<file path="src/design/rsl_defines.svh">
// constants of the receive silo load sequencer: tick rates, pulse widths, depths
// assumes a single 10 MHz system clock; all rates are derived from it by accumulators
`ifndef RSL_DEFINES_SVH
`define RSL_DEFINES_SVH

// clock rates in kHz, clock periods in ns
`define RSL_MCLK_KHZ        10000
`define RSL_SCAN_KHZ        2540
`define RSL_SILO_KHZ        5068
`define RSL_MCLK_PERIOD_NS  100
`define RSL_SILO_PERIOD_NS  200

// maintenance pulse width, least time, rounded up to whole cycles
`define RSL_MAINT_PULSE_NS  1000
`define RSL_MAINT_PULSE_CYC ((`RSL_MAINT_PULSE_NS + `RSL_MCLK_PERIOD_NS - 1) / `RSL_MCLK_PERIOD_NS)

// load-request clear pulse, least time, rounded up to whole cycles
`define RSL_CLR_PULSE_NS    30
`define RSL_CLR_PULSE_CYC   ((`RSL_CLR_PULSE_NS + `RSL_MCLK_PERIOD_NS - 1) / `RSL_MCLK_PERIOD_NS)

// clear pulse window after the load request sets
`define RSL_CLR_MIN_NS      170
`define RSL_CLR_MAX_NS      370

// scan ticks from halt to load strobe, about 2 us at 2.54 MHz
`define RSL_LOAD_TICKS      5

// silo storage
`define RSL_SILO_DEPTH      64
`define RSL_SILO_AW         6

// maintenance test pattern
`define RSL_TEST_PATTERN    16'haaaa

// reset values
`define RSL_ACC_RST         14'h0000
`define RSL_CHAR_RST        16'h0000

`endif

</file>
<file path="src/design/rsl_pkg.sv">
// types of the receive silo load sequencer
// assumes rsl_defines.svh supplies all numeric constants
package rsl_pkg;

    typedef logic [15:0] rsl_char_t;

    // receiver sequencer states
    typedef enum logic [1:0] {
        SEQ_IDLE,
        SEQ_WAIT,
        SEQ_LOAD
    } rsl_seq_e;

    // silo load-request states
    typedef enum logic [1:0] {
        SL_IDLE,
        SL_DELAY,
        SL_CLR
    } rsl_silo_e;

endpackage

</file>
<file path="src/design/rsl_buf2.sv">
// two-entry buffer between silo output and the host read port
// assumes in_data is stable while in_valid is high and not yet taken
`timescale 1ns/1ps
`include "rsl_defines.svh"

module rsl_buf2 (
    input  wire logic              mclk,      // system clock
    input  wire logic              resetn,    // async reset, active low
    input  wire logic              in_valid,  // word offered
    output logic                   in_ready,  // room for a word
    input  rsl_pkg::rsl_char_t     in_data,   // offered word
    output logic                   out_valid, // word available
    input  wire logic              out_ready, // word taken
    output rsl_pkg::rsl_char_t     out_data   // head word
);
    import rsl_pkg::*;

    rsl_char_t   mem_r [2];
    logic        wp_r;
    logic        rp_r;
    logic [1:0]  cnt_r;
    logic        push;
    logic        pop;

    // full and empty come straight from the count so back-pressure is honest
    assign in_ready  = (cnt_r != 2'h2);
    assign out_valid = (cnt_r != 2'h0);
    assign push      = in_valid & in_ready;
    assign pop       = out_valid & out_ready;
    assign out_data  = mem_r[rp_r];

    // storage, written only on push
    always_ff @(posedge mclk or negedge resetn) begin
        if (!resetn) begin
            mem_r[0] <= `RSL_CHAR_RST;
            mem_r[1] <= `RSL_CHAR_RST;
        end else if (push) begin
            mem_r[wp_r] <= in_data;
        end
    end

    // pointers and fill count
    always_ff @(posedge mclk or negedge resetn) begin
        if (!resetn) begin
            wp_r  <= 1'b0;
            rp_r  <= 1'b0;
            cnt_r <= 2'h0;
        end else begin
            if (push) wp_r <= ~wp_r;
            if (pop) rp_r <= ~rp_r;
            if (push && !pop) cnt_r <= cnt_r + 2'h1;
            else if (pop && !push) cnt_r <= cnt_r - 2'h1;
        end
    end

endmodule // rsl_buf2

</file>
<file path="src/design/receive_silo_load_sequencer.sv">
// receive silo load sequencer: scan halt, load strobe, load request and silo storage
// assumes scanner inputs and host read strobe are synchronous to mclk
`timescale 1ns/1ps
`include "rsl_defines.svh"

// Overview of operation
// maintenance control yields one simulated data-available pulse
// test pattern and pulse formed while maintenance set
// pulse halts scan; halt drives load strobe
// sequencer moves only on 2.54 MHz ticks
// silo logic paced by its 5.068 MHz tick
// every load strobe sets load pending
// short clear pulse 170-370 ns after pending
// each host read removes one character
// interrupt requests given as rising transitions
// first in first out; full drops loads
// load strobe synchronised before updating pending
module receive_silo_load_sequencer (
    input  wire logic           mclk,           // system clock, 10 MHz
    input  wire logic           resetn,         // async reset, active low
    input  wire logic           maint_en,       // silo maintenance control level
    input  wire logic           data_avail,     // scanner found a data-available flag
    input  rsl_pkg::rsl_char_t  rx_char,        // character from the scanned receiver
    input  wire logic           nrc_rd,         // host read of next_received_char_reg, pulse
    output logic                maint_pulse,    // maintenance pulse, active high
    output rsl_pkg::rsl_char_t  test_pattern,   // pattern offered for silo entry
    output logic                scan_halt,      // scanner halted for a load
    output logic                fifo_load_n,    // load strobe, active low
    output logic                load_pending,   // silo load request flag
    output logic                load_clr_n,     // load request clear pulse, active low
    output logic                nrc_valid,      // next_received_char_reg holds a character
    output rsl_pkg::rsl_char_t  nrc_data,       // next_received_char_reg contents
    output logic                char_avail_req, // character-available request level
    output logic                overflow_req    // silo overflow request pulse
);
    import rsl_pkg::*;

    localparam logic [13:0] MCLK_KHZ = 14'(`RSL_MCLK_KHZ);
    localparam logic [3:0]  MP_CYC   = 4'(`RSL_MAINT_PULSE_CYC);
    localparam logic [2:0]  LD_TICKS = 3'(`RSL_LOAD_TICKS);
    localparam logic [1:0]  CLR_CYC  = 2'(`RSL_CLR_PULSE_CYC);
    localparam logic [6:0]  DEPTH    = 7'(`RSL_SILO_DEPTH);

    // tick[0] scanner rate, tick[1] silo rate
    logic [1:0]  tick;

    // fractional accumulators give average rates without a second clock domain
    genvar g;
    generate
        for (g = 0; g < 2; g++) begin : g_tick
            localparam logic [13:0] STEP = (g == 0) ? 14'(`RSL_SCAN_KHZ) : 14'(`RSL_SILO_KHZ);
            logic [13:0] acc_r;
            logic [14:0] sum;
            logic        tick_r;
            assign sum     = {1'b0, acc_r} + {1'b0, STEP};
            assign tick[g] = tick_r;
            always_ff @(posedge mclk or negedge resetn) begin
                if (!resetn) begin
                    acc_r  <= `RSL_ACC_RST;
                    tick_r <= 1'b0;
                end else if (sum >= {1'b0, MCLK_KHZ}) begin
                    acc_r  <= 14'(sum - {1'b0, MCLK_KHZ});
                    tick_r <= 1'b1;
                end else begin
                    acc_r  <= sum[13:0];
                    tick_r <= 1'b0;
                end
            end
        end
    endgenerate

    // maintenance pulse: one per setting of the control, so a level held high runs one load
    logic       maint_d_r;
    logic [3:0] mp_cnt_r;
    logic       mp_start;
    assign mp_start = maint_en & ~maint_d_r;

    always_ff @(posedge mclk or negedge resetn) begin
        if (!resetn) begin
            maint_d_r   <= 1'b0;
            mp_cnt_r    <= 4'h0;
            maint_pulse <= 1'b0;
        end else begin
            maint_d_r <= maint_en;
            if (mp_start) begin
                mp_cnt_r    <= MP_CYC - 4'h1;
                maint_pulse <= 1'b1;
            end else if (mp_cnt_r != 4'h0) begin
                mp_cnt_r <= mp_cnt_r - 4'h1;
            end else begin
                maint_pulse <= 1'b0;
            end
        end
    end

    // test pattern is presented, one cycle late, for the whole time maintenance is set
    always_ff @(posedge mclk or negedge resetn) begin
        if (!resetn) test_pattern <= `RSL_CHAR_RST;
        else test_pattern <= maint_en ? `RSL_TEST_PATTERN : `RSL_CHAR_RST;
    end

    // scan halt and the character it carries; maintenance stands in for data available
    rsl_seq_e  seq_r;
    logic [2:0] seq_cnt_r;
    rsl_char_t  seq_char_r;
    logic       halt_trig;
    logic       seq_done;
    assign halt_trig = (mp_start | data_avail) & ~scan_halt;
    assign seq_done  = (seq_r == SEQ_LOAD) & tick[0];

    always_ff @(posedge mclk or negedge resetn) begin
        if (!resetn) begin
            scan_halt  <= 1'b0;
            seq_char_r <= `RSL_CHAR_RST;
        end else if (halt_trig) begin
            scan_halt  <= 1'b1;
            seq_char_r <= mp_start ? `RSL_TEST_PATTERN : rx_char;
        end else if (seq_done) begin
            scan_halt <= 1'b0;
        end
    end

    // receiver sequencer: waits for scan ticks, then strobes the load for one tick period
    always_ff @(posedge mclk or negedge resetn) begin
        if (!resetn) begin
            seq_r       <= SEQ_IDLE;
            seq_cnt_r   <= 3'h0;
            fifo_load_n <= 1'b1;
        end else begin
            case (seq_r)
                SEQ_IDLE: begin
                    if (scan_halt && tick[0]) begin
                        seq_r     <= SEQ_WAIT;
                        seq_cnt_r <= 3'h1;
                    end
                end
                SEQ_WAIT: begin
                    if (tick[0]) begin
                        if (seq_cnt_r == LD_TICKS - 3'h1) begin
                            seq_r       <= SEQ_LOAD;
                            fifo_load_n <= 1'b0;
                        end else begin
                            seq_cnt_r <= seq_cnt_r + 3'h1;
                        end
                    end
                end
                SEQ_LOAD: begin
                    if (tick[0]) begin
                        seq_r       <= SEQ_IDLE;
                        fifo_load_n <= 1'b1;
                    end
                end
                default: begin
                    seq_r       <= SEQ_IDLE;
                    fifo_load_n <= 1'b1;
                end
            endcase
        end
    end

    // strobe synchroniser into the silo logic; the first stage feeds only the second
    logic ld_s1_r;
    logic ld_s2_r;
    logic ld_s3_r;
    logic ld_fall;
    always_ff @(posedge mclk or negedge resetn) begin
        if (!resetn) begin
            ld_s1_r <= 1'b1;
            ld_s2_r <= 1'b1;
            ld_s3_r <= 1'b1;
        end else begin
            ld_s1_r <= fifo_load_n;
            ld_s2_r <= ld_s1_r;
            ld_s3_r <= ld_s2_r;
        end
    end
    assign ld_fall = ~ld_s2_r & ld_s3_r;

    // load request flag; a new strobe in the clearing cycle wins so no load is lost
    rsl_char_t din_r;
    always_ff @(posedge mclk or negedge resetn) begin
        if (!resetn) begin
            load_pending <= 1'b0;
            din_r        <= `RSL_CHAR_RST;
        end else begin
            if (ld_fall) begin
                load_pending <= 1'b1;
                din_r        <= seq_char_r;
            end else if (!load_clr_n) begin
                load_pending <= 1'b0;
            end
        end
    end

    // silo control: clear pulse lands on the next silo tick, 200 to 300 ns after pending
    rsl_silo_e sl_r;
    logic [1:0] clr_cnt_r;
    logic       sl_write;
    always_ff @(posedge mclk or negedge resetn) begin
        if (!resetn) begin
            sl_r       <= SL_IDLE;
            clr_cnt_r  <= 2'h0;
            load_clr_n <= 1'b1;
        end else begin
            case (sl_r)
                SL_IDLE: begin
                    if (load_pending) sl_r <= SL_DELAY;
                end
                SL_DELAY: begin
                    if (tick[1]) begin
                        sl_r       <= SL_CLR;
                        clr_cnt_r  <= CLR_CYC - 2'h1;
                        load_clr_n <= 1'b0;
                    end
                end
                SL_CLR: begin
                    if (clr_cnt_r != 2'h0) begin
                        clr_cnt_r <= clr_cnt_r - 2'h1;
                    end else begin
                        sl_r       <= SL_IDLE;
                        load_clr_n <= 1'b1;
                    end
                end
                default: begin
                    sl_r       <= SL_IDLE;
                    load_clr_n <= 1'b1;
                end
            endcase
        end
    end
    // entry is written as the clear pulse begins
    assign sl_write = (sl_r == SL_DELAY) & tick[1];

    // silo storage; a load into a full silo is dropped and flagged
    rsl_char_t                silo_mem [`RSL_SILO_DEPTH];
    logic [`RSL_SILO_AW-1:0]  wr_ptr_r;
    logic [`RSL_SILO_AW-1:0]  rd_ptr_r;
    logic [6:0]               cnt_r;
    logic                     do_wr;
    logic                     do_rd;
    logic                     buf_ready;
    logic                     buf_valid;
    assign do_wr = sl_write & (cnt_r != DEPTH);
    assign do_rd = (cnt_r != 7'h00) & buf_ready;

    always_ff @(posedge mclk) begin
        if (do_wr) silo_mem[wr_ptr_r] <= din_r;
    end

    always_ff @(posedge mclk or negedge resetn) begin
        if (!resetn) begin
            wr_ptr_r <= '0;
            rd_ptr_r <= '0;
            cnt_r    <= 7'h00;
        end else begin
            if (do_wr) wr_ptr_r <= wr_ptr_r + 6'h01;
            if (do_rd) rd_ptr_r <= rd_ptr_r + 6'h01;
            if (do_wr && !do_rd) cnt_r <= cnt_r + 7'h01;
            else if (do_rd && !do_wr) cnt_r <= cnt_r - 7'h01;
        end
    end

    // output stage; a read when nothing is held is ignored
    rsl_buf2 u_buf (
        .mclk      (mclk),
        .resetn    (resetn),
        .in_valid  (cnt_r != 7'h00),
        .in_ready  (buf_ready),
        .in_data   (silo_mem[rd_ptr_r]),
        .out_valid (buf_valid),
        .out_ready (nrc_rd),
        .out_data  (nrc_data)
    );
    assign nrc_valid = buf_valid;

    // request lines: each read drops the level a cycle so a further character rises again
    always_ff @(posedge mclk or negedge resetn) begin
        if (!resetn) begin
            char_avail_req <= 1'b0;
            overflow_req   <= 1'b0;
        end else begin
            char_avail_req <= buf_valid & ~nrc_rd;
            overflow_req   <= sl_write & (cnt_r == DEPTH);
        end
    end

    // pulse length for the width check; a long repetition would be slow to unroll, so count instead
    logic [3:0] mp_len_r;
    always_ff @(posedge mclk or negedge resetn) begin
        if (!resetn) mp_len_r <= 4'h0;
        else if (!maint_pulse) mp_len_r <= 4'h0;
        else if (mp_len_r != 4'hf) mp_len_r <= mp_len_r + 4'h1;
    end

    // checks
    AST_MAINT_WIDTH: assert property (@(posedge mclk) disable iff (!resetn)
        $fell(maint_pulse) |-> mp_len_r == MP_CYC)
        else $error("maintenance pulse width wrong");
    AST_PATTERN: assert property (@(posedge mclk) disable iff (!resetn)
        (maint_en && $past(maint_en)) |-> test_pattern == `RSL_TEST_PATTERN)
        else $error("test pattern missing while maintenance set");
    AST_HALT_ON_PULSE: assert property (@(posedge mclk) disable iff (!resetn)
        $rose(maint_pulse) |=> scan_halt)
        else $error("maintenance pulse did not halt scan");
    AST_LOAD_HALTED: assert property (@(posedge mclk) disable iff (!resetn)
        $fell(fifo_load_n) |-> scan_halt)
        else $error("load strobe without scan halt");
    AST_LOAD_ON_TICK: assert property (@(posedge mclk) disable iff (!resetn)
        $fell(fifo_load_n) |-> $past(tick[0]))
        else $error("load strobe not on scan tick");
    AST_CLR_ON_TICK: assert property (@(posedge mclk) disable iff (!resetn)
        $fell(load_clr_n) |-> $past(tick[1]))
        else $error("clear pulse not on silo tick");
    AST_PEND_SET: assert property (@(posedge mclk) disable iff (!resetn)
        (!ld_s2_r && ld_s3_r) |=> load_pending)
        else $error("synchronised strobe did not set pending");
    AST_CLR_WINDOW: assert property (@(posedge mclk) disable iff (!resetn)
        $rose(load_pending) |-> ##[2:3] (!load_clr_n ##1 (load_clr_n && !load_pending)))
        else $error("clear pulse outside window");
    AST_OVF_FULL: assert property (@(posedge mclk) disable iff (!resetn)
        overflow_req |-> $past(cnt_r) == DEPTH)
        else $error("overflow flagged without full silo");
    AST_REQ_EDGE: assert property (@(posedge mclk) disable iff (!resetn)
        overflow_req |=> !overflow_req)
        else $error("overflow request held high");
    AST_READ_DROP: assert property (@(posedge mclk) disable iff (!resetn)
        (nrc_rd && nrc_valid) |=> !char_avail_req)
        else $error("read did not drop character request");

endmodule // receive_silo_load_sequencer

</file>
<file path="config.mk">
export PLATFORM = sky130hd
export DESIGN_NAME = receive_silo_load_sequencer
export DESIGN_NICKNAME = d
export VERILOG_FILES = /design/src/design/rsl_pkg.sv /design/src/design/rsl_buf2.sv /design/src/design/receive_silo_load_sequencer.sv
export VERILOG_INCLUDE_DIRS = /design/src /design/src/design
export SDC_FILE = /design/constraint.sdc
export NUM_CORES = 1
export LEC_CHECK = 0
export BUFFER_PORTS_ARGS = -buffer_cell sky130_fd_sc_hd__clkbuf_2
export CORE_MARGIN = 2
export CORE_UTILIZATION = 25
export DETAILED_ROUTE_END_ITERATION = 10
export PLACE_DENSITY = 0.49
export REMOVE_ABC_BUFFERS = 1
export SLEW_MARGIN = 20
export SYNTH_ARGS = -nofsm -noshare
export SYNTH_HDL_FRONTEND = slang
export SYNTH_SLANG_ARGS = --single-unit
</file>
<file path="constraint.sdc">
create_clock -name mclk -period 2.9 [get_ports mclk]
set_input_delay 0.29 -clock mclk [delete_from_list [all_inputs] [get_ports mclk]]
set_output_delay 0.29 -clock mclk [all_outputs]
set_load 0.03 [all_outputs]
</file>
==> results of run 1 <==
[path summary, 6_finish.rpt]
kind,from,cells after the start,to,slack (ps)
max,rd_ptr_r[1],10,u_buf.mem_r[26],180
min,resetn,2,test_pattern[13],120
max reg2reg,rd_ptr_r[1],10,u_buf.mem_r[26],180
min reg2reg,ld_s1_r,0,ld_s2_r,360
max in group asynchronous,resetn,3,ld_s3_r,1930
min in group mclk,maint_en,2,test_pattern[13],230
[final cells by class]
class / count / area, sq um
clock buffers: 161 / 3360
multi-input cells: 1147 / 11600
well taps: 2480 / 3100
repair buffers: 292 / 2610
inverters: 32 / 120
fillers: 18200 / 130000
diodes: 3 / 7.51
flip-flops and latches: 1161 / 34200
clock inverters: 60 / 622
[cells by family after synthesis]
family | Yosys count | synth area share
compound gates | 272 | 0.0430
xor+xnor | 53 | 0.00996
fa+ha+maj | 23 | 0.00634
buf+inv | 188 | 0.0201
flops | 1161 | 0.734
mux | 468 | 0.155
other cells | 1 | 0.0000805
simple gates | 323 | 0.0318
[metrics by stage]
step                cell area [sq um]  setup WS, ps  total power, uW  TNS, ps
floorplan                       45800         -7500            30100  -284100
global placement                51400           155            40400        0
detailed placement              51400           107            40500        0
CTS                             55600          91.8            56200        0
global route                    55600         -21.9            57900    -33.6
finish                          55600           181            55400        0
[cell usage after synthesis (all sizes together) (25+ instances only)]
cell type	n	area [sq um]
o211ai	28	215
xnor2	40	350
nand2	113	424
nor2	110	415
clkbuf	57	214
a22oi	27	203
mux2i	156	1560
mux2	120	1350
inv	32	120
buf	99	603
dfrtp	132	3300
edfxtp	1024	30700
mux4	192	4320
o221ai	25	225
o21ai	52	260
[flip-flops by register name, summed over array words and instances, names as in the netlist, 2 cells and up]
name           count
clr_cnt_r          2
cnt_r              7
din_r             16
g_tick.acc_r      24
g_tick.tick_r      2
mp_cnt_r           4
rd_ptr_r           6
seq_char_r        16
seq_cnt_r          3
seq_r              2
silo_mem        1024
sl_r               2
u_buf.cnt_r        2
u_buf.mem_r       32
wr_ptr_r           6
[power by group through the flow]
stage                     logic [uW]  registers [uW]  clock network, uW
after global placement         17500           22900                  0
after global routing           18500           22700              16600
after detailed placement       17600           22900                  0
after CTS                      17700           22600              16000
final                          17300           22500              15600
after floorplan                 6630           23400                  0
[worst register-to-register path: cells and delay by family, from the launching register on]
family,cells,cell delay (ps)
buf+inv,4,700
mux,1,120
compound gates,5,1270
flops,1,530
[metal layers]
| layer | global-route usage | vias to the layer above |
|---|---|---|
| met3 | 0.0221 | 149 |
| met4 | 0.0351 | 0 |
| met1 | 0.167 | 12400 |
| li1 | - | 10500 |
| met2 | 0.195 | 470 |
| met5 | 0 | - |
[placed cells by master, fill, tap and decap left out, drive strengths merged, types with 7 or more instances in the layout]
cell type,count
buf,221
nand2b,13
mux2i,156
a21oi,21
mux4,192
conb,8
nand2,113
a22oi,27
nor2,110
or2,7
xnor2,40
mux2,120
ha,22
bufinv,12
nand3,12
o22ai,12
xor2,13
dlygate4sd3,20
a211oi,24
clkinv,39
nor3,10
a22o,17
inv,36
clkbuf,212
o2bb2ai,7
o21ai,52
o211ai,28
o221ai,25
dfrtp,132
edfxtp,1024
nor2b,23
a221oi,24
[repair_timing]
item,in CTS,in global routing
endpoints found under the hold margin,73,0
endpoints found under the setup margin,0,330
resized for setup,0,5
buffers inserted,0,0
hold buffers,20,0
==> qor.csv, run 1 <==
stage;metric;value;unit
drt;WL final;117000;um
drt;Remaining DRCs;0;
worst_setup_path;Crit path max-delay family;compound AO/OA/AOI/OAI gates;
die;chip height;436;um
cts;clock buffer count from CTS;121;
pwr;Clk pwr share;0.281;
drt;top routing layer used;met4;
drt;routed wl met2;55700;um
drt;M1 WL;53400;um
pwr;leakage power;0.0185;uW
timing;Worst-Margin Slew;857;ps
die;Total Die Area;190000;sq um
synth;synthesized instance count;2489;
synth;syn_area_per_cell;18.7;sq um
timing;Final Hold Vio Count;0;
synth;synth unique cells;76;
cts;Reg clk slew, reported paths;60;ps
synth;#FFs+latches synth;1161;
pwr;NetSw;17700;uW
die;site row count;158;
grt;global-route wire length before repair;170000;um
die;Core ar.;185000;sq um
drt;DRT iter0 DRCs;1835;
pwr;Seq pwr share;0.407;
place;GPL Wtd Cong;0.770;
die;Die Wd;436;um
worst_setup_path;required time of the critical path;3530;ps
cts;CTS tree;yes;
timing;final setup fails;0;
grt;largest net degree at the start of global routing;57;
synth;Ys Warns;0;
cells_and_area;filler-free cell count of the finished design;5336;
pwr;worst vdd ir;0.748;mV
drt;Final ANT Viol Nets;0;
cts;CTS max path bufs;3;
hold_path;worst min-delay path class;input pin to async pin;
place;HPWL after detailed placement;74500;um
cells_and_area;final core utilization;0.300;
cts;Root Buffer;clkbuf_16;
synth;area of the mapped netlist;46600;sq um
synth;number of flops mapped to enable cells by yosys;1024;
synth;Seq/Total Area, Yosys;0.734;
worst_setup_path;Critical Path AT;3350;ps
timing;maximum clock frequency;0.368;GHz
timing;Period Utilization, post-route;0.938;
die;# IOs;61;
worst_setup_path;CP Class;flip-flop to flip-flop;
pwr;Power Density;996;nW/um^2
grt;initial antenna violation count;0;
cts;clk sinks;1161;
timing;Clock Skew;31.0;ps
worst_setup_path;crit end category;flip-flop;
worst_setup_path;Max FO, Critical Path;12;
synth;Async SR Flop Fraction;0.118;
synth;Synth Flop Type;edfxtp_1;
pwr;sw frac;0.320;
place;Inst Count DP;5092;
job;Max-Cap Viols;0;
timing;max_slew headroom;0.429;
timing;Min Hold Slack;120;ps
cts;clk_lat worst skew;730;ps
pwr;internal power;37700;uW
drt;Vias per Instance;4.41;
drt;WL met3;5050;um
worst_setup_path;CP Launch Type;flip-flop;
worst_setup_path;crit-path cells;buf_12 -> buf_12 -> mux2i_1 -> a22o_1 -> a221oi_1 -> o221ai_1 -> buf_4 -> o2bb2ai_1 -> buf_4 -> o21ai_0;
worst_setup_path;CP peak stage delay;530;ps
timing;min cycle time layout;2720;ps
grt;total gr overflow;0;
drt;via count of the routed design;23600;
worst_setup_path;Buf/Inv on CP;4;
cells_and_area;share of layout cells above drive strength 1;0.294;
status;status;finished clean;
timing;Slew Limit Fails;0;
pwr;Comb power frac;0.312;
cells_and_area;Syn-to-layout area delta;19.4;%
cts;H-Tree Depth;3;
worst_setup_path;Worst path slowest cell;dfrtp_4;
drt;DR WL/cell;22.0;um
grt;GRT Total Usage;0.121;
place;port bufs;52;
die;Starting Density;0.252;
grt;vias in the first global route;23900;
drt;drt first pass iters;7;
cells_and_area;Final #Nets;2799;
Note: power is estimated with default switching activity, not from simulation.
==> run 2, diff against run 1 <==
--- a/config.mk
+++ b/config.mk
@@ -7,9 +7,11 @@
 export NUM_CORES = 1
 export LEC_CHECK = 0
 export BUFFER_PORTS_ARGS = -buffer_cell sky130_fd_sc_hd__clkbuf_2
+export CAP_MARGIN = 20
 export CORE_MARGIN = 2
 export CORE_UTILIZATION = 25
 export DETAILED_ROUTE_END_ITERATION = 10
+export MAX_ROUTING_LAYER = met4
 export PLACE_DENSITY = 0.49
 export REMOVE_ABC_BUFFERS = 1
 export SLEW_MARGIN = 20
==> run 2 against run 1 <==
Compared with the run above:
- maximum frequency down 2.8%
- critical endpoint is now u_buf.mem_r[14]
- worst setup slack worse by 78 ps
- routed wire length rose by 0.12%
- via count grew 0.30%
- total power is essentially flat
- largest cell class unchanged
- combinational power about the same
- global-route usage is 0.37 points higher
- final cell count about the same
- first-iteration DRC count grew 15%
==> qor.csv, run 2 (same netlist as run 1, synthesis figures left out) <==
stage;metric;value;unit;change
status;status;finished clean;;
pwr;worst vdd ir;0.748;mV;about the same
cts;CTS tree;yes;;
timing;Final WS setup;103;ps;-78.2 ps
worst_setup_path;FF-to-FF path depth;7;;-3
cts;clock buffer count from CTS;121;;unchanged
timing;Period Utilization, post-route;0.965;;+0.0270
grt;initial antenna violation count;0;;unchanged
timing;Final Hold Vio Count;0;;unchanged
timing;Clock Skew;30.6;ps;-0.381 ps
worst_setup_path;Max FO, Critical Path;14;;+2
timing;maximum clock frequency;0.357;GHz;-2.8%
cells_and_area;share of layout cells above drive strength 1;0.294;;-0.000351
cells_and_area;max reg flops;1024;;unchanged
place;port bufs;52;;unchanged
cells_and_area;commonest non-fill, non-tap cells in the layout;edfxtp_1, mux4_2, buf_4;;
cts;clk_lat worst skew;730;ps;about the same
worst_setup_path;CP peak stage delay;540;ps;about the same
grt;largest net degree at the start of global routing;57;;unchanged
worst_setup_path;required time of the critical path;3490;ps;-40 ps
timing;final setup fails;0;;unchanged
cells_and_area;Final #Nets;2799;;unchanged
worst_setup_path;RR Startpoint;rd_ptr_r[0];;
grt;GRT Total Usage;0.125;;+0.00366
timing;Slew Limit Fails;0;;unchanged
timing;max_slew headroom;0.419;;-0.00927
cts;CTS max path bufs;3;;unchanged
grt;vias in the first global route;23900;;+0.092%
worst_setup_path;Worst path slowest cell;o211ai_1;;
die;chip height;436;um;unchanged
worst_setup_path;crit-path cells;buf_12 -> buf_12 -> mux4_2 -> mux2_2 -> o211ai_1 -> a22oi_1 -> mux2_2;;
drt;via count of the routed design;23600;;+0.30%
cells_and_area;Syn-to-layout area delta;19.3;%;about the same
drt;DR WL/cell;22.0;um;+0.16%
worst_setup_path;r2r setup slk;100;ps;-80 ps
job;Max-Cap Viols;0;;unchanged
place;HPWL after detailed placement;74500;um;unchanged
hold_path;worst min-delay path class;input pin to async pin;;
worst_setup_path;Critical Path AT;3390;ps;+40 ps
worst_setup_path;Crit path max-delay family;multiplexers;;
drt;WL final;117000;um;+0.12%
drt;drt first pass iters;5;;-2
drt;Remaining DRCs;0;;unchanged
timing;min cycle time layout;2800;ps;+78.2 ps
die;Core ar.;185000;sq um;unchanged
cells_and_area;Reg with most FFs;silo_mem;;
die;Die Wd;436;um;unchanged
cts;Root Buffer;clkbuf_16;;
cts;Reg clk slew, reported paths;60;ps;about the same
worst_setup_path;CP Class;flip-flop to flip-flop;;
worst_setup_path;CP Launch Type;flip-flop;;
die;Total Die Area;190000;sq um;unchanged
place;GPL Wtd Cong;0.780;;+1.4%
worst_setup_path;Buf/Inv on CP;2;;-2
die;# IOs;61;;unchanged
drt;Vias per Instance;4.43;;+0.34%
grt;total gr overflow;0;;unchanged
cts;H-Tree Depth;3;;unchanged
worst_setup_path;start point of the critical path;rd_ptr_r[0];;
timing;Worst-Margin Slew;871;ps;+13.9 ps
cts;postcts setup bufs;0;;unchanged
cts;clk sinks;1161;;unchanged
timing;RSZ-0062 raised after global routing;false;;
place;pre-CTS WS;107;ps;unchanged
worst_setup_path;crit end category;flip-flop;;
drt;DRT iter0 DRCs;2112;;+15%
pwr;leakage power;0.0185;uW;about the same
drt;Final ANT Viol Nets;0;;unchanged
pwr;Power Density;996;nW/um^2;about the same
cells_and_area;most common cell after layout, fill and taps aside;edfxtp_1;;
cells_and_area;final core utilization;0.300;;about the same
cells_and_area;biggest regs;silo_mem: 1024 flops, u_buf.mem_r: 32 flops, g_tick.acc_r: 24 flops;;
die;site row count;158;;unchanged
timing;setup TNS;0;ps;unchanged
worst_setup_path;reg-to-reg endpoint;u_buf.mem_r[14];;
die;Starting Density;0.252;;unchanged
grt;global-route wire length before repair;170000;um;about the same
## run 2: cell count changes in the layout (fill, tap and decap cells not counted)
cell,before,now
a22oi_2,1,0
a22oi_1,26,27
diode_2,3,1
## run 2: per-stage QoR
stage / hold slack, ps / cell area, sq um / std cells / power, uW
3_3_place_gp: 331 / 51400 / 5092 / 40400
2_1_floorplan: -5.59 / 45800 / 2340 / 30100
5_1_grt: 127 / 55600 / 5333 / 57800
3_5_place_dp: 338 / 51400 / 5092 / 40500
6_report: 122 / 55600 / 5334 / 55400
4_1_cts: 87.4 / 55600 / 5333 / 56200
## run 2: what timing repair did
| action | CTS | global route |
|---|---|---|
| resized for setup | 0 | 4 |
| hold buffers | 20 | 0 |
| endpoints found under the setup margin | 0 | 337 |
| endpoints found under the hold margin | 73 | 0 |
## run 2: how the worst max path moves through the flow
stage | to | slack [ps] | cells after the start
after floorplan | u_buf.mem_r[30] | -7500 | 5
after global placement | cnt_r[6] | 160 | 12
after detailed placement | u_buf.mem_r[26] | 110 | 10
after CTS | u_buf.mem_r[26] | 90 | 10
after global routing | u_buf.mem_r[26] | 5 | 10
final | u_buf.mem_r[14] | 100 | 7
## run 2: cell type report
cell class                      count  area [sq um]
Timing Repair Buffer              292          2610
Clock inverter                     60           622
Inverter                           32           120
Fill cell                       18200        130000
Sequential cell                  1161         34200
Clock buffer                      161          3360
Tap cell                         2480          3100
Multi-Input combinational cell   1147         11600
Antenna cell                        1          2.50
## run 2: routing by layer
layer / track usage / wire [um]
met1: 0.168 / 53300
met2: 0.195 / 55800
met3: 0.0206 / 5210
met4: 0.0366 / 3090
met5: - / 0
## run 2: where the power goes
part | internal (uW) | switching, uW
sequential | 20900 | 1670
clock | 9150 | 6410
combinational | 7650 | 9640
